<file path="src/rtl/fdtf_defines.vh">
// Purpose: shared constants for the track format and control block
// Assumes: 32-bit AXI4-Lite register words, byte addresses below
// Notes:   register offsets, command, mode and interrupt codes, layout counts and CRC constants live here
`ifndef FDTF_DEFINES_VH
`define FDTF_DEFINES_VH
// ==========================================================
// Register byte offsets
`define FDTF_OFF_CTRL    8'h00
`define FDTF_OFF_CMD     8'h04
`define FDTF_OFF_FMT     8'h08
`define FDTF_OFF_CHRN    8'h0c
`define FDTF_OFF_STAT    8'h10
`define FDTF_OFF_RESULT  8'h14
`define FDTF_OFF_IRQ_ST  8'h18
`define FDTF_OFF_IRQ_MSK 8'h1c
// ==========================================================
// Command codes written to CMD
`define FDTF_CMD_FORMAT  3'h1
`define FDTF_CMD_READID  3'h2
`define FDTF_CMD_SENSE   3'h3
`define FDTF_CMD_SEEKEND 3'h4
`define FDTF_CMD_SEEKERR 3'h5
`define FDTF_CMD_OTHER   3'h6
// ==========================================================
// Recording modes in CTRL[1:0]
`define FDTF_MODE_MFM    2'h0
`define FDTF_MODE_FM     2'h1
`define FDTF_MODE_PERP   2'h2
// ==========================================================
// Interrupt codes and status bits
`define FDTF_IC_NORMAL   2'h0
`define FDTF_IC_ABNORMAL 2'h1
`define FDTF_IC_POLL     2'h3
`define FDTF_IRQ_DONE    0
`define FDTF_IRQ_SECT    1
// ==========================================================
// Track layout byte counts, CRC constants and byte timing
`define FDTF_MFM_GAP4A   8'd80
`define FDTF_MFM_SYNC    8'd12
`define FDTF_MFM_GAP1    8'd50
`define FDTF_MFM_GAP2    8'd22
`define FDTF_PERP_GAP2   8'd41
`define FDTF_FM_GAP4A    8'd40
`define FDTF_FM_SYNC     8'd6
`define FDTF_FM_GAP1     8'd26
`define FDTF_FM_GAP2     8'd11
`define FDTF_SECT_BASE   13'd128
`define FDTF_CRC_INIT    16'hffff
`define FDTF_CRC_POLY    16'h1021
`define FDTF_BYTE_NS     16000
`define FDTF_CLK_NS      10
`endif

</file>
<file path="src/rtl/fdtf_core.v">
// Purpose: track format writer and control command engine
// Assumes: byte stream toward the write path, id bytes from a decoder
// Notes:   one clock; registers over AXI4-Lite; no FIFO here
//
// Local design decisions: the AXI4-Lite interface to the registers and the placing of the registers.
`timescale 1ns/10ps
`default_nettype none
`include "fdtf_defines.vh"
module fdtf_core #(
  parameter BYTE_CYC = `FDTF_BYTE_NS / `FDTF_CLK_NS
) (
  input  wire        clk_sys_i,
  input  wire        rst_n_i,
  input  wire [7:0]  s_axi_awaddr,
  input  wire        s_axi_awvalid,
  output reg         s_axi_awready,
  input  wire [31:0] s_axi_wdata,
  input  wire [3:0]  s_axi_wstrb,
  input  wire        s_axi_wvalid,
  output reg         s_axi_wready,
  output reg  [1:0]  s_axi_bresp,
  output reg         s_axi_bvalid,
  input  wire        s_axi_bready,
  input  wire [7:0]  s_axi_araddr,
  input  wire        s_axi_arvalid,
  output reg         s_axi_arready,
  output reg  [31:0] s_axi_rdata,
  output reg  [1:0]  s_axi_rresp,
  output reg         s_axi_rvalid,
  input  wire        s_axi_rready,
  input  wire        index_pulse_in_n_i,
  input  wire        id_valid_i,
  input  wire [31:0] id_chrn_i,
  output reg  [7:0]  wr_byte_o,
  output reg         wr_strobe_o,
  output reg         wr_mark_o,
  output reg         wr_gate_o,
  output reg         irq_o
);
  // ==========================================================
  // Registers and state
  localparam S_IDLE = 4'd0, S_GAP = 4'd1, S_SYNC = 4'd2, S_PRE = 4'd3;
  localparam S_MARK = 4'd4, S_BODY = 4'd5, S_CRC = 4'd6, S_RID = 4'd7;
  localparam S_END = 4'd8;
  reg [3:0]  st_reg;
  reg [3:0]  fld_reg;    // Field index in track sequence
  reg [12:0] cnt_reg;
  reg [15:0] crc_reg;
  reg [15:0] tick_reg;
  reg [1:0]  mode_reg;
  reg        del_reg;
  reg [7:0]  sc_reg, gpl_reg, fill_reg, nsz_reg, sect_reg;
  reg [31:0] chrn_reg, res_reg;
  reg        chrn_ok_reg;
  reg [1:0]  ic_reg, pend_ic_reg;
  reg        se_reg, ma_reg, pend_reg, pend_se_reg, busy_reg;
  reg [1:0]  idx_seen_reg;
  reg [1:0]  ist_reg, imsk_reg;
  reg [2:0]  idx_sync_reg;
  reg        idx_prev_reg;
  reg        aw_hold_reg, w_hold_reg;
  reg [7:0]  aw_reg;
  reg [31:0] w_reg;
  wire       mfm = (mode_reg != `FDTF_MODE_FM);
  wire       idx_lvl = idx_sync_reg[2] | idx_sync_reg[1]; // Low once agreed
  wire       idx_pulse = ~idx_lvl & idx_prev_reg; // Falling index edge
  wire       tick = (tick_reg == 16'd0);
  wire       do_wr = aw_hold_reg & w_hold_reg & ~s_axi_bvalid;
  reg        sect_evt_reg;  // One-cycle sector id consumed
  reg        done_evt_reg;  // One-cycle completion posted

  // CRC-CCITT byte step, MSB first
  function [15:0] crc8;
    input [15:0] c;
    input [7:0]  d;
    integer i;
    reg [15:0] r;
    begin
      r = c;
      for (i = 7; i >= 0; i = i - 1) begin
        if (r[15] ^ d[i])
          r = {r[14:0], 1'b0} ^ `FDTF_CRC_POLY;
        else
          r = {r[14:0], 1'b0};
      end
      crc8 = r;
    end
  endfunction

  // Gap byte by mode: 4e in MFM, ff in FM
  function [7:0] gapb;
    input m;
    begin
      gapb = m ? 8'h4e : 8'hff;
    end
  endfunction

  // ==========================================================
  // Index synchroniser, three stages, second and third agree
  always @(posedge clk_sys_i) begin
    if (!rst_n_i) begin
      idx_sync_reg <= 3'h7;
      idx_prev_reg <= 1'b1;
    end else begin
      idx_sync_reg <= {idx_sync_reg[1:0], index_pulse_in_n_i};
      if (idx_sync_reg[2] == idx_sync_reg[1])
        idx_prev_reg <= idx_lvl;
    end
  end

  // ==========================================================
  // AXI4-Lite slave; write and address taken in either order
  always @(posedge clk_sys_i) begin
    if (!rst_n_i) begin
      s_axi_awready <= 1'b1;
      s_axi_wready  <= 1'b1;
      s_axi_bvalid  <= 1'b0;
      s_axi_bresp   <= 2'h0;
      s_axi_arready <= 1'b1;
      s_axi_rvalid  <= 1'b0;
      s_axi_rresp   <= 2'h0;
      s_axi_rdata   <= 32'h0;
      aw_hold_reg   <= 1'b0;
      w_hold_reg    <= 1'b0;
      aw_reg        <= 8'h0;
      w_reg         <= 32'h0;
    end else begin
      if (s_axi_awvalid && s_axi_awready) begin
        aw_hold_reg   <= 1'b1;
        aw_reg        <= s_axi_awaddr;
        s_axi_awready <= 1'b0;
      end
      if (s_axi_wvalid && s_axi_wready) begin
        w_hold_reg   <= 1'b1;
        w_reg        <= s_axi_wdata;
        s_axi_wready <= 1'b0;
      end
      if (do_wr) begin
        s_axi_bvalid <= 1'b1;
        s_axi_bresp  <= (aw_reg > `FDTF_OFF_IRQ_MSK) ? 2'h2 : 2'h0;
        aw_hold_reg  <= 1'b0;
        w_hold_reg   <= 1'b0;
      end
      if (s_axi_bvalid && s_axi_bready) begin
        s_axi_bvalid  <= 1'b0;
        s_axi_awready <= 1'b1;
        s_axi_wready  <= 1'b1;
      end
      if (s_axi_arvalid && s_axi_arready) begin
        s_axi_arready <= 1'b0;
        s_axi_rvalid  <= 1'b1;
        s_axi_rresp   <= 2'h0;
        case (s_axi_araddr)
          `FDTF_OFF_CTRL:    s_axi_rdata <= {29'h0, del_reg, mode_reg};
          `FDTF_OFF_FMT:
            s_axi_rdata <= {fill_reg, gpl_reg, sc_reg, nsz_reg};
          `FDTF_OFF_CHRN:    s_axi_rdata <= chrn_reg;
          `FDTF_OFF_STAT:
            s_axi_rdata <= {24'h0, chrn_ok_reg, pend_reg, busy_reg, ma_reg,
                            1'b0, se_reg, ic_reg};
          `FDTF_OFF_RESULT:  s_axi_rdata <= res_reg;
          `FDTF_OFF_IRQ_ST:  s_axi_rdata <= {30'h0, ist_reg};
          `FDTF_OFF_IRQ_MSK: s_axi_rdata <= {30'h0, imsk_reg};
          `FDTF_OFF_CMD:     s_axi_rdata <= 32'h0;
          default: begin
            s_axi_rdata <= 32'h0;
            s_axi_rresp <= 2'h2;
          end
        endcase
      end
      if (s_axi_rvalid && s_axi_rready) begin
        s_axi_rvalid  <= 1'b0;
        s_axi_arready <= 1'b1;
      end
    end
  end

  // ==========================================================
  // Command engine and format sequencer
  // Sequence fld: 0 gap4a,1 sync,2 iam,3 gap1, then per sector
  // 4 sync,5 sector_id_mark,6 chrn,7 crc,8 gap2,9 sync,10 dam,11 data,12 crc,13 gap3
  always @(posedge clk_sys_i) begin
    if (!rst_n_i) begin
      st_reg <= S_IDLE;
      fld_reg <= 4'h0;
      cnt_reg <= 13'h0;
      crc_reg <= `FDTF_CRC_INIT;
      tick_reg <= 16'h0;
      mode_reg <= `FDTF_MODE_MFM;
      del_reg <= 1'b0;
      sc_reg <= 8'h0;
      gpl_reg <= 8'h0;
      fill_reg <= 8'h0;
      nsz_reg <= 8'h0;
      sect_reg <= 8'h0;
      chrn_reg <= 32'h0;
      chrn_ok_reg <= 1'b0;
      res_reg <= 32'h0;
      ic_reg <= `FDTF_IC_NORMAL;
      pend_ic_reg <= `FDTF_IC_NORMAL;
      se_reg <= 1'b0;
      pend_se_reg <= 1'b0;
      ma_reg <= 1'b0;
      pend_reg <= 1'b0;
      busy_reg <= 1'b0;
      idx_seen_reg <= 2'h0;
      ist_reg <= 2'h0;
      imsk_reg <= 2'h0;
      wr_byte_o <= 8'h0;
      wr_strobe_o <= 1'b0;
      wr_mark_o <= 1'b0;
      wr_gate_o <= 1'b0;
      irq_o <= 1'b0;
      sect_evt_reg <= 1'b0;
      done_evt_reg <= 1'b0;
    end else begin
      sect_evt_reg <= 1'b0;
      done_evt_reg <= 1'b0;
      wr_strobe_o <= 1'b0;
      wr_mark_o <= 1'b0;  // Mark flag only stands with its strobe
      tick_reg <= tick ? BYTE_CYC[15:0] - 16'd1 : tick_reg - 16'd1;
      // Register writes; commands ignored while busy
      if (do_wr) begin
        case (aw_reg)
          `FDTF_OFF_CTRL: begin
            mode_reg <= w_reg[1:0];
            del_reg  <= w_reg[2];
          end
          `FDTF_OFF_FMT: begin
            nsz_reg  <= w_reg[7:0];
            sc_reg   <= w_reg[15:8];
            gpl_reg  <= w_reg[23:16];
            fill_reg <= w_reg[31:24];
          end
          `FDTF_OFF_CHRN: begin
            chrn_reg    <= w_reg;
            chrn_ok_reg <= 1'b1;
          end
          `FDTF_OFF_IRQ_MSK: imsk_reg <= w_reg[1:0];
          `FDTF_OFF_CMD: if (!busy_reg) begin
            case (w_reg[2:0])
              `FDTF_CMD_FORMAT: begin
                busy_reg <= 1'b1;
                st_reg   <= S_IDLE;
                fld_reg  <= 4'hf;  // Wait for index
                sect_reg <= 8'h0;
              end
              `FDTF_CMD_READID: begin
                busy_reg     <= 1'b1;
                st_reg       <= S_RID;
                idx_seen_reg <= 2'h0;
                ma_reg       <= 1'b0;
              end
              `FDTF_CMD_SENSE: begin
                ic_reg   <= pend_reg ? pend_ic_reg : `FDTF_IC_POLL;
                se_reg   <= pend_reg & pend_se_reg;
                pend_reg <= 1'b0;
              end
              `FDTF_CMD_SEEKEND, `FDTF_CMD_SEEKERR: begin
                pend_reg    <= 1'b1;
                pend_se_reg <= 1'b1;
                pend_ic_reg <= w_reg[0] ? `FDTF_IC_ABNORMAL
                                        : `FDTF_IC_NORMAL;
                done_evt_reg <= 1'b1;
              end
              default: ; // other controls: no interrupt
            endcase
          end
          default: ;
        endcase
      end
      // Read identifier search
      if (st_reg == S_RID) begin
        if (id_valid_i) begin
          res_reg     <= id_chrn_i;
          ic_reg      <= `FDTF_IC_NORMAL;
          pend_reg    <= 1'b1;
          done_evt_reg <= 1'b1;
          pend_se_reg <= 1'b0;
          pend_ic_reg <= `FDTF_IC_NORMAL;
          busy_reg    <= 1'b0;
          st_reg      <= S_IDLE;
        end else if (idx_pulse) begin
          if (idx_seen_reg == 2'h1) begin
            ic_reg      <= `FDTF_IC_ABNORMAL;
            ma_reg      <= 1'b1;
            pend_reg    <= 1'b1;
            done_evt_reg <= 1'b1;
            pend_se_reg <= 1'b0;
            pend_ic_reg <= `FDTF_IC_ABNORMAL;
            busy_reg    <= 1'b0;
            st_reg      <= S_IDLE;
          end
          idx_seen_reg <= idx_seen_reg + 2'h1;
        end
      end
      // Format: start at index, stop at next index
      if (busy_reg && st_reg != S_RID) begin
        if (fld_reg == 4'hf) begin
          if (idx_pulse) begin
            fld_reg   <= 4'h0;
            cnt_reg   <= 13'h0;
            wr_gate_o <= 1'b1;
          end
        end else if (idx_pulse || (fld_reg == 4'h4 && sect_reg == sc_reg
                                  && cnt_reg == 13'h0)) begin
          if (idx_pulse) begin
            wr_gate_o <= 1'b0;
            busy_reg  <= 1'b0;
            pend_reg  <= 1'b1;
            done_evt_reg <= 1'b1;
            pend_se_reg <= 1'b0;
            pend_ic_reg <= `FDTF_IC_NORMAL;
          end else if (tick) begin
            wr_byte_o   <= gapb(mfm);
            wr_mark_o   <= 1'b0;
            wr_strobe_o <= 1'b1;
          end
        end else if (tick) begin
          wr_strobe_o <= 1'b1;
          wr_mark_o   <= 1'b0;
          cnt_reg     <= cnt_reg + 13'd1;
          case (fld_reg)
            4'h0, 4'h3, 4'h8, 4'hd: begin
              wr_byte_o <= gapb(mfm);
              if (cnt_reg + 13'd1 == {5'h0,
                  fld_reg == 4'h0 ? (mfm ? `FDTF_MFM_GAP4A : `FDTF_FM_GAP4A) :
                  fld_reg == 4'h3 ? (mfm ? `FDTF_MFM_GAP1 : `FDTF_FM_GAP1) :
                  fld_reg == 4'h8 ? (!mfm ? `FDTF_FM_GAP2 :
                    mode_reg == `FDTF_MODE_PERP ? `FDTF_PERP_GAP2
                                                : `FDTF_MFM_GAP2) :
                  gpl_reg}) begin // gap3 from host gap length
                cnt_reg <= 13'h0;
                fld_reg <= (fld_reg == 4'hd) ? 4'h4 : fld_reg + 4'h1;
                if (fld_reg == 4'hd)
                  sect_reg <= sect_reg + 8'h1;
              end
            end
            4'h1, 4'h4, 4'h9: begin
              wr_byte_o <= 8'h00;
              crc_reg   <= `FDTF_CRC_INIT;
              if (cnt_reg + 13'd1 ==
                  {5'h0, mfm ? `FDTF_MFM_SYNC : `FDTF_FM_SYNC}) begin
                cnt_reg <= 13'h0;
                fld_reg <= fld_reg + 4'h1;
              end
            end
            4'h2, 4'h5, 4'ha: begin
              // prefix and mark bytes carry missing clocks, except the MFM data mark byte
              wr_mark_o <= mfm && cnt_reg < 13'd3 || fld_reg != 4'ha
                           || !mfm && cnt_reg == 13'h0;
              if (mfm && cnt_reg < 13'd3)
                wr_byte_o <= (fld_reg == 4'h2) ? 8'hc2 : 8'ha1;
              else
                wr_byte_o <= (fld_reg == 4'h2) ? 8'hfc :
                             (fld_reg == 4'h5) ? 8'hfe :
                             del_reg ? 8'hf8 : 8'hfb;
              // marks and prefixes enter the CRC
              crc_reg <= crc8(crc_reg, (mfm && cnt_reg < 13'd3) ?
                         8'ha1 : (fld_reg == 4'h5) ? 8'hfe :
                         del_reg ? 8'hf8 : 8'hfb);
              if (cnt_reg == (mfm ? 13'd3 : 13'd0)) begin
                cnt_reg <= 13'h0;
                fld_reg <= fld_reg + 4'h1;
              end
            end
            4'h6, 4'hb: begin
              wr_byte_o <= (fld_reg == 4'hb) ? fill_reg :
                           chrn_reg[31 - cnt_reg[1:0]*8 -: 8];
              crc_reg <= crc8(crc_reg, (fld_reg == 4'hb) ? fill_reg :
                         chrn_reg[31 - cnt_reg[1:0]*8 -: 8]);
              // sector length 128 << size code bits 2:0, at most 8192 in the 13-bit count
              if (cnt_reg + 13'd1 == ((fld_reg == 4'h6) ? 13'd4 :
                  (`FDTF_SECT_BASE << nsz_reg[2:0]))) begin
                cnt_reg <= 13'h0;
                fld_reg <= fld_reg + 4'h1;
                if (fld_reg == 4'h6) begin
                  chrn_ok_reg <= 1'b0;
                  sect_evt_reg <= 1'b1;
                end
              end
            end
            default: begin
              wr_byte_o <= cnt_reg[0] ? crc_reg[7:0] : crc_reg[15:8];
              if (cnt_reg[0]) begin
                cnt_reg <= 13'h0;
                fld_reg <= fld_reg + 4'h1;
              end
            end
          endcase
        end
      end
      // Sticky events: set wins over write-one clear
      ist_reg[`FDTF_IRQ_SECT] <= sect_evt_reg | (ist_reg[`FDTF_IRQ_SECT] &
        ~(do_wr && aw_reg == `FDTF_OFF_IRQ_ST && w_reg[`FDTF_IRQ_SECT]));
      ist_reg[`FDTF_IRQ_DONE] <= done_evt_reg | (ist_reg[`FDTF_IRQ_DONE] &
        ~(do_wr && aw_reg == `FDTF_OFF_IRQ_ST && w_reg[`FDTF_IRQ_DONE]));
      irq_o <= |(ist_reg & imsk_reg);
    end
  end
endmodule
`default_nettype wire

</file>
<file path="config.mk">
export PLATFORM = sky130hd
export DESIGN_NAME = fdtf_core
export DESIGN_NICKNAME = d
export VERILOG_FILES = /design/src/rtl/fdtf_core.v
export VERILOG_INCLUDE_DIRS = /design/src /design/src/rtl
export SDC_FILE = /design/constraint.sdc
export NUM_CORES = 1
export LEC_CHECK = 0
export ABC_AREA = 1
export BUFFER_PORTS_ARGS = -buffer_cell sky130_fd_sc_hd__clkbuf_2
export CAP_MARGIN = 20
export CELL_PAD_IN_SITES_DETAIL_PLACEMENT = 0
export CELL_PAD_IN_SITES_GLOBAL_PLACEMENT = 1
export CORE_MARGIN = 1
export CORE_UTILIZATION = 43
export CTS_CLUSTER_DIAMETER = 40
export DETAILED_ROUTE_END_ITERATION = 6
export GPL_TIMING_DRIVEN = 0
export PLACE_DENSITY = 0.87
export SLEW_MARGIN = 10
export SYNTH_ARGS = -nofsm -noshare
export SYNTH_HDL_FRONTEND = slang
export SYNTH_SLANG_ARGS = --single-unit
</file>
<file path="constraint.sdc">
create_clock -name clk_sys_i -period 2.8 [get_ports clk_sys_i]
set_input_delay 0.14 -clock clk_sys_i [delete_from_list [all_inputs] [get_ports clk_sys_i]]
set_output_delay 0.14 -clock clk_sys_i [all_outputs]
set_load 0.05 [all_outputs]
</file>
; ---- Yosys cells after proc, flatten, opt, wreduce, memory -nomap -nowiden
; Index checks and enable logic that the tools add are counted.
[classes]
n_bitwise = 54
n_addsub = 6
shift = 2
order_cmp = 2
eq_ne = 45
reduce_logical = 50
mux = 276
[op_table]
columns = cell, n
row1 = $mux 16, 84
row2 = $mux 13, 26
row3 = $pmux 32 s7, 1
row4 = $mux 8, 23
row5 = $mux 4, 23
row6 = $mux 1, 73
row7 = $mux 2, 32
row8 = $pmux 13 s4, 1
row9 = $eq 8x5->1 const B, 6
row10 = $pmux 16 s3, 1
row11 = $not 3->3, 15
row12 = $shiftx 39x33->8, 1
row13 = $eq 8x4->1 const B, 4
row14 = $pmux 8 s4, 1
row15 = $eq 4x4->1 const B, 6
row16 = $mux 7, 3
row17 = $mux 6, 3
row18 = $eq 4x3->1 const B, 4
row19 = $eq 8x3->1 const B, 2
row20 = $logic_not 16->1, 1
row21 = $logic_not 8->1, 2
row22 = $pmux 4 s4, 1
row23 = $reduce_and 4->1, 4
row24 = $reduce_or 2->1, 8
row25 = other kinds (50), 110
[totals]
output_inout_bits = 53
word_cells = 482
regBits = 277
in_bits = 93

; ---- Longest topological paths before layout
[depth]
ltp_word = 62
ltp_mapped = 20

; ---- Worst setup path after synthesis
; No wires, ideal clock.
[synth_timing]
kind = register -> register
start = register fld_reg[0]
end = register wr_byte_o[7]
n_path_buf = 1
t_required_ns = 2.685
slack_ns = 0.465
stages_incl_launch_ff = 16
t_arrival_ns = 2.220
period_less_slack_ns = 2.335
cell_sequence = dfxtp_1 inv_1 ha_1 buf_2 o21ai_4 nand2_1 nor2_2 inv_2 nor2_4 nand2_2 nor2_4 inv_2 o21ai_0 o22ai_1 o21ai_0 inv_1
[synth_between]
elab_chain_len = 6
word_cells_on_any_way = 27
cone_classes = eq/ne: 13 / mux: 4 / bitwise: 1 / reduce/logical: 9
[synth_rtl]
columns = item, line
row1 = "start, declared", fdtf_core.v:46  ; reg [3:0] fld_reg;
row2 = "start signal, assigned", fdtf_core.v:334  ; fld_reg <= (fld_reg == 4'hd) ? 4'h4 : fld_reg + 4'h1;
row3 = "start signal, assigned", fdtf_core.v:345  ; fld_reg <= fld_reg + 4'h1;
row4 = "start signal, assigned", fdtf_core.v:364  ; fld_reg <= fld_reg + 4'h1;
row5 = "parallel branches: the longest is 6 deep, another holds $pmux 8 s4", --
row6 = "end signal, assigned", fdtf_core.v:315  ; wr_byte_o <= gapb(mfm);
row7 = "end signal, assigned", fdtf_core.v:325  ; wr_byte_o <= gapb(mfm);
row8 = "end signal, assigned", fdtf_core.v:353  ; wr_byte_o <= (fld_reg == 4'h2) ? 8'hc2 : 8'ha1;
row9 = "end, declared", fdtf_core.v:34  ; output reg [7:0] wr_byte_o,
; Parallel ways; which one is timed is not known. The select of a mux whose other input is x is not followed.
; A chain may end at the register's enable or synchronous reset.

; ---- Worst setup path after layout
[layout_timing]
start = register fld_reg[1]
end = register wr_byte_o[6]
[layout_between]
elab_chain_len = 6
word_cells_on_any_way = 29
cone_classes = eq/ne: 13 / mux: 6 / bitwise: 1 / reduce/logical: 9
[layout_rtl]
columns = item, line
row1 = $eq 4x2->1 or $eq 4x3->1 (tied branches), "fdtf_core.v:323, fdtf_core.v:353, fdtf_core.v:305"
row2 = $mux 7 or $logic_and 1x1->1 (tied branches), "fdtf_core.v:353, fdtf_core.v:305"
row3 = $mux 8 or $logic_and 1x1->1 (tied branches), "fdtf_core.v:352, fdtf_core.v:306"
row4 = $pmux 8 s4 or $logic_or 1x1->1 (tied branches), "fdtf_core.v:323, fdtf_core.v:305"
row5 = $mux 8 or $ne 2x2->1 (tied branches), --
row6 = $mux 8 or $reduce_and 4->1 (tied branches), --
row7 = "end signal, assigned", fdtf_core.v:325
row8 = "end signal, assigned", fdtf_core.v:353
row9 = "end signal, assigned", fdtf_core.v:355  ; wr_byte_o <= (fld_reg == 4'h2) ? 8'hfc :
; Several ways; a longest one is shown, not always the timed one. The select of a mux whose other input is x is not followed.

==> run summary <==
### Clocking
- **TritonCTS clock tree** done
- **Max H-tree Level** 2
- **root buffer cell** sky130_fd_sc_hd__clkbuf_16
- **clk_lat worst skew** 0.54 ns
- **clock tree sinks** 275
- **largest buffer count on any clock path** 3
- **CTS Buf Count** 43
- **clk slew on worst S/H paths** 0.05 ns

### Route
- **routed via count divided by cell count** 5.41
- **per-cell routed wire length** 18.2 um
- **total wire length after detailed routing** 50500 um
- **overall via count from detail_route** 15000
- **count of routing violations after the opening detailed-route iteration** 1315
- **DR pass1 iterations** 5
- **remaining design rule violation count** 0
- **post-route ant nets** 0

### Logic synthesis
- **synthesized instance count** 2051
- **proportion of synthesized chip area in sequential cells** 39.4%
- **share of async-settable or async-resettable flops after synthesis** 0%
- **dominant register cell in the synthesized netlist** sky130_fd_sc_hd__dfxtp_1
- **distinct cell type count of the synthesized netlist** 59
- **YS warnings** 0
- **mean instance size in the synthesized netlist** 6.81 um^2
- **number of synthesized flops with an enable pin** 0
- **cell area after synthesis** 14000 um^2
- **Yosys reg bits** 275

### Layout
- **count of non-filler cells in the finished layout** 2779
- **antenna fix cells** 0
- **net total in the final layout** 2453
- **share of post-route cells with drive strength above 1** 16.2%
- **post-route core utilization** 57.1%
- **Area Overhead vs Synth** 29.7%

### Setup path
- **gate family responsible for the most delay along the worst path** simple AND/OR/NAND/NOR gates
- **data required time at the worst endpoint** 3.27 ns
- **critical path's most frequent cell** sky130_fd_sc_hd__nor2_1
- **largest fanout of any net on the critical path** 10
- **Critical-path top delay cell** sky130_fd_sc_hd__nor3_1
- **Cell Chain, Critical Path** inv_2 -> ha_1 -> inv_1 -> nor3_1 -> nor2_4 -> inv_2 -> clkbuf_1 -> nor2_1 -> o2111ai_1 -> o21ai_0 -> a21oi_1 -> nor2_1 -> nor2_1
- **critical setup path kind** flip-flop to flip-flop
- **crit path launch type** flip-flop
- **biggest cell delay along the critical path** 0.55 ns
- **capturing element type of the critical path** flip-flop
- **total buffers and inverters traversed by the critical path** 4
- **Arrival @ worst endpoint** 3.16 ns

### Timing
- **f_max** 0.372 GHz
- **final worst path period share** 96.1%
- **worst slew slack as a fraction of its limit** 30.0%
- **Worst Max-Slew Pin Slew** 1.05 ns
- **Layout Skew** 0.0249 ns
- **number of endpoints with negative hold slack in the final report** 0
- **setup repair after global routing missed its margin** yes
- **crit path time final** 2.69 ns
- **Setup-failing EPs final** 0
- **count of final max-slew check failures** 0
- **final total negative setup slack** 0 ns

### Floorplan
- **vertical extent of the die** 182 um
- **die boundary width** 182 um
- **I/O Pins** 146
- **Std-Cell Rows** 65
- **core box area** 31700 um^2
- **area of the die** 33200 um^2
- **starting utilization of the core area** 44.0%

### Place
- **half-perimeter wire length after placement** 37300 um
- **port bufs** 138
- **# placed instances** 2592
- **last weighted congestion value of the routability-driven placer** 1.00

### Pwr
- **switching share of power** 27.3%
- **register share of total power** 38.7%
- **share of power burned in the clock network** 50.2%
- **internal power consumption** 7.93 mW
- **Peak supply drop** 0.353 mV
- **Switch Pwr** 2.98 mW
- **total power per unit cell area** 602 nW/um^2
- **Combinational Power Share** 11.1%
- **leakage component of the power** 7.56 nW
- **post-layout total power** 10.9 mW

### Run
- **# Max-Cap Violations** 0

### GRT
- **pin count of the biggest net entering global routing** 15
- **initial antenna violation count** 0
- **vias in the first global route** 14100
- **GRT overflow** 0
- **Tot GR Track Use** 29.7%
- **wire length of the first global-routing pass** 77200 um

### Status
- **run status** completed

### Worst hold path
- **Min-Delay Path Class** input port to flip-flop

## layout make-up
class / count / area (um^2)
inverter: 249 / 943
buffer: 92 / 424
timing repair buffer: 251 / 1780
clock inverter: 25 / 328
fill: 3033 / 13600
tap: 402 / 503
multi-input combinational: 1435 / 7470
clock buffer: 50 / 1150
sequential: 275 / 5520
## stage by stage
stage	setup WS [ns]	hold slack [ns]	instance area, um^2
detailed placement	-0.520	0.350	15200
floorplan	0.465	0.247	14000
finish	0.109	0.00662	18100
global route	-0.0746	0.0545	18100
CTS	0.0101	0.00668	17600
global placement	-0.518	0.344	15200
## timing repair
action,4_1_cts,5_1_grt
hold buffers,80,0
pin swaps,9,30
endpoints found under the hold margin,80,0
resized for setup,25,80
setup endpoints to repair,86,49
buffers inserted,10,22
cloned,0,1
## metal layers
layer / vias to the layer above / share of wire (%) / GRT usage (%)
met3: 128 / 6.9 / 4.69
li1: 7391 / - / -
met2: 541 / 46 / 49.2
met4: 0 / 5.2 / 16.0
met5: - / 0 / 0
met1: 6969 / 42 / 37.1
## cells in the final DEF (no fill, tap or decap), types with 5 or more instances in the layout
master                          count
sky130_fd_sc_hd__ha_1               9
sky130_fd_sc_hd__nor2_1           230
sky130_fd_sc_hd__o22ai_1           16
sky130_fd_sc_hd__clkbuf_8           5
sky130_fd_sc_hd__inv_1            231
sky130_fd_sc_hd__or2_2              9
sky130_fd_sc_hd__clkbuf_2         139
sky130_fd_sc_hd__nor2_2             8
sky130_fd_sc_hd__buf_6              5
sky130_fd_sc_hd__nand3_1          112
sky130_fd_sc_hd__xor2_1            25
sky130_fd_sc_hd__clkbuf_1          73
sky130_fd_sc_hd__buf_2              5
sky130_fd_sc_hd__nand2_2           18
sky130_fd_sc_hd__dlygate4sd3_1     80
sky130_fd_sc_hd__inv_2             12
sky130_fd_sc_hd__o221ai_1          16
sky130_fd_sc_hd__nor4_1             5
sky130_fd_sc_hd__inv_6              5
sky130_fd_sc_hd__a21oi_2            6
sky130_fd_sc_hd__nand3_4            6
sky130_fd_sc_hd__dfxtp_1          271
sky130_fd_sc_hd__o21ai_1            7
sky130_fd_sc_hd__xnor2_1            8
sky130_fd_sc_hd__nand2_1          367
sky130_fd_sc_hd__o21ai_2            5
sky130_fd_sc_hd__nand4_1           28
sky130_fd_sc_hd__o2111ai_1          5
sky130_fd_sc_hd__buf_4             35
sky130_fd_sc_hd__a21oi_1          210
sky130_fd_sc_hd__nand3_2            9
sky130_fd_sc_hd__o21ai_0          229
sky130_fd_sc_hd__nor2_4            17
sky130_fd_sc_hd__clkbuf_16         44
sky130_fd_sc_hd__nor3_1            18
sky130_fd_sc_hd__o211ai_1          10
sky130_fd_sc_hd__a31oi_1            8
## cells in the mapped netlist, types with 3 or more instances
master | instances | share of area, %
sky130_fd_sc_hd__nand2_1 | 376 | 10
sky130_fd_sc_hd__dfxtp_1 | 275 | 39
sky130_fd_sc_hd__nor2_1 | 239 | 6.4
sky130_fd_sc_hd__inv_1 | 237 | 6.4
sky130_fd_sc_hd__o21ai_0 | 232 | 8.3
sky130_fd_sc_hd__a21oi_1 | 216 | 7.7
sky130_fd_sc_hd__nand3_1 | 122 | 4.4
sky130_fd_sc_hd__clkbuf_1 | 73 | 2.0
sky130_fd_sc_hd__nand4_1 | 28 | 1.3
sky130_fd_sc_hd__xor2_1 | 28 | 1.8
sky130_fd_sc_hd__nor3_1 | 19 | 0.68
sky130_fd_sc_hd__o221ai_1 | 16 | 1.0
sky130_fd_sc_hd__o22ai_1 | 16 | 0.72
sky130_fd_sc_hd__ha_1 | 13 | 1.2
sky130_fd_sc_hd__buf_2 | 10 | 0.36
sky130_fd_sc_hd__nor2_4 | 10 | 0.81
sky130_fd_sc_hd__o211ai_1 | 10 | 0.54
sky130_fd_sc_hd__nand2_2 | 9 | 0.40
sky130_fd_sc_hd__or2_2 | 9 | 0.40
sky130_fd_sc_hd__a31oi_1 | 8 | 0.36
sky130_fd_sc_hd__inv_2 | 8 | 0.22
sky130_fd_sc_hd__o21ai_1 | 8 | 0.29
sky130_fd_sc_hd__xnor2_1 | 8 | 0.50
sky130_fd_sc_hd__nor4_1 | 7 | 0.31
sky130_fd_sc_hd__nor2_2 | 6 | 0.27
sky130_fd_sc_hd__nand3_2 | 5 | 0.36
sky130_fd_sc_hd__o2111ai_1 | 5 | 0.31
sky130_fd_sc_hd__a211oi_1 | 4 | 0.22
sky130_fd_sc_hd__a221oi_1 | 4 | 0.25
sky130_fd_sc_hd__buf_4 | 4 | 0.22
sky130_fd_sc_hd__nand3b_1 | 4 | 0.22
sky130_fd_sc_hd__nor4_2 | 4 | 0.36
sky130_fd_sc_hd__buf_1 | 3 | 0.081
sky130_fd_sc_hd__buf_6 | 3 | 0.24
sky130_fd_sc_hd__clkinv_1 | 3 | 0.081
## path summary, 6_finish.rpt
check / startpoint / to / slack [ns] / cells past startpoint
worst min register to register: idx_sync_reg[0] / idx_sync_reg[1] / 0.41 / 1
worst max-delay path: fld_reg[1] / wr_byte_o[6] / 0.11 / 13
worst min-delay path: s_axi_awvalid / aw_reg[2] / 0.007 / 4
worst max register to register: fld_reg[1] / wr_byte_o[6] / 0.11 / 13
## worst min-delay path: cells and delay by family
family                 cells  cell delay [ns]
and+or+nand+nor            1             0.10
buffers and inverters      1             0.08
AOI/OAI and AO/OA          2             0.19
## cell families after synthesis
kind of cell	synth area share, %
simple gates	26.8
compound gates	20.7
buf+inv	9.57
flops	39.4
xor+xnor	2.26
fa+ha+maj	1.16
mux	0.152
other cells	0.0269
## power groups by stage
| stage | Combinational (mW) | Clock (mW) | Sequential, mW |
|---|---|---|---|
| after global routing | 1.35 | 5.70 | 4.24 |
| after global placement | 0.974 | 0 | 4.29 |
| after detailed placement | 0.989 | 0 | 4.29 |
| after CTS | 1.09 | 5.53 | 4.21 |
| final | 1.21 | 5.48 | 4.22 |
| after floorplan | 0.680 | 0 | 4.28 |
(Power assumes the default switching activity.)
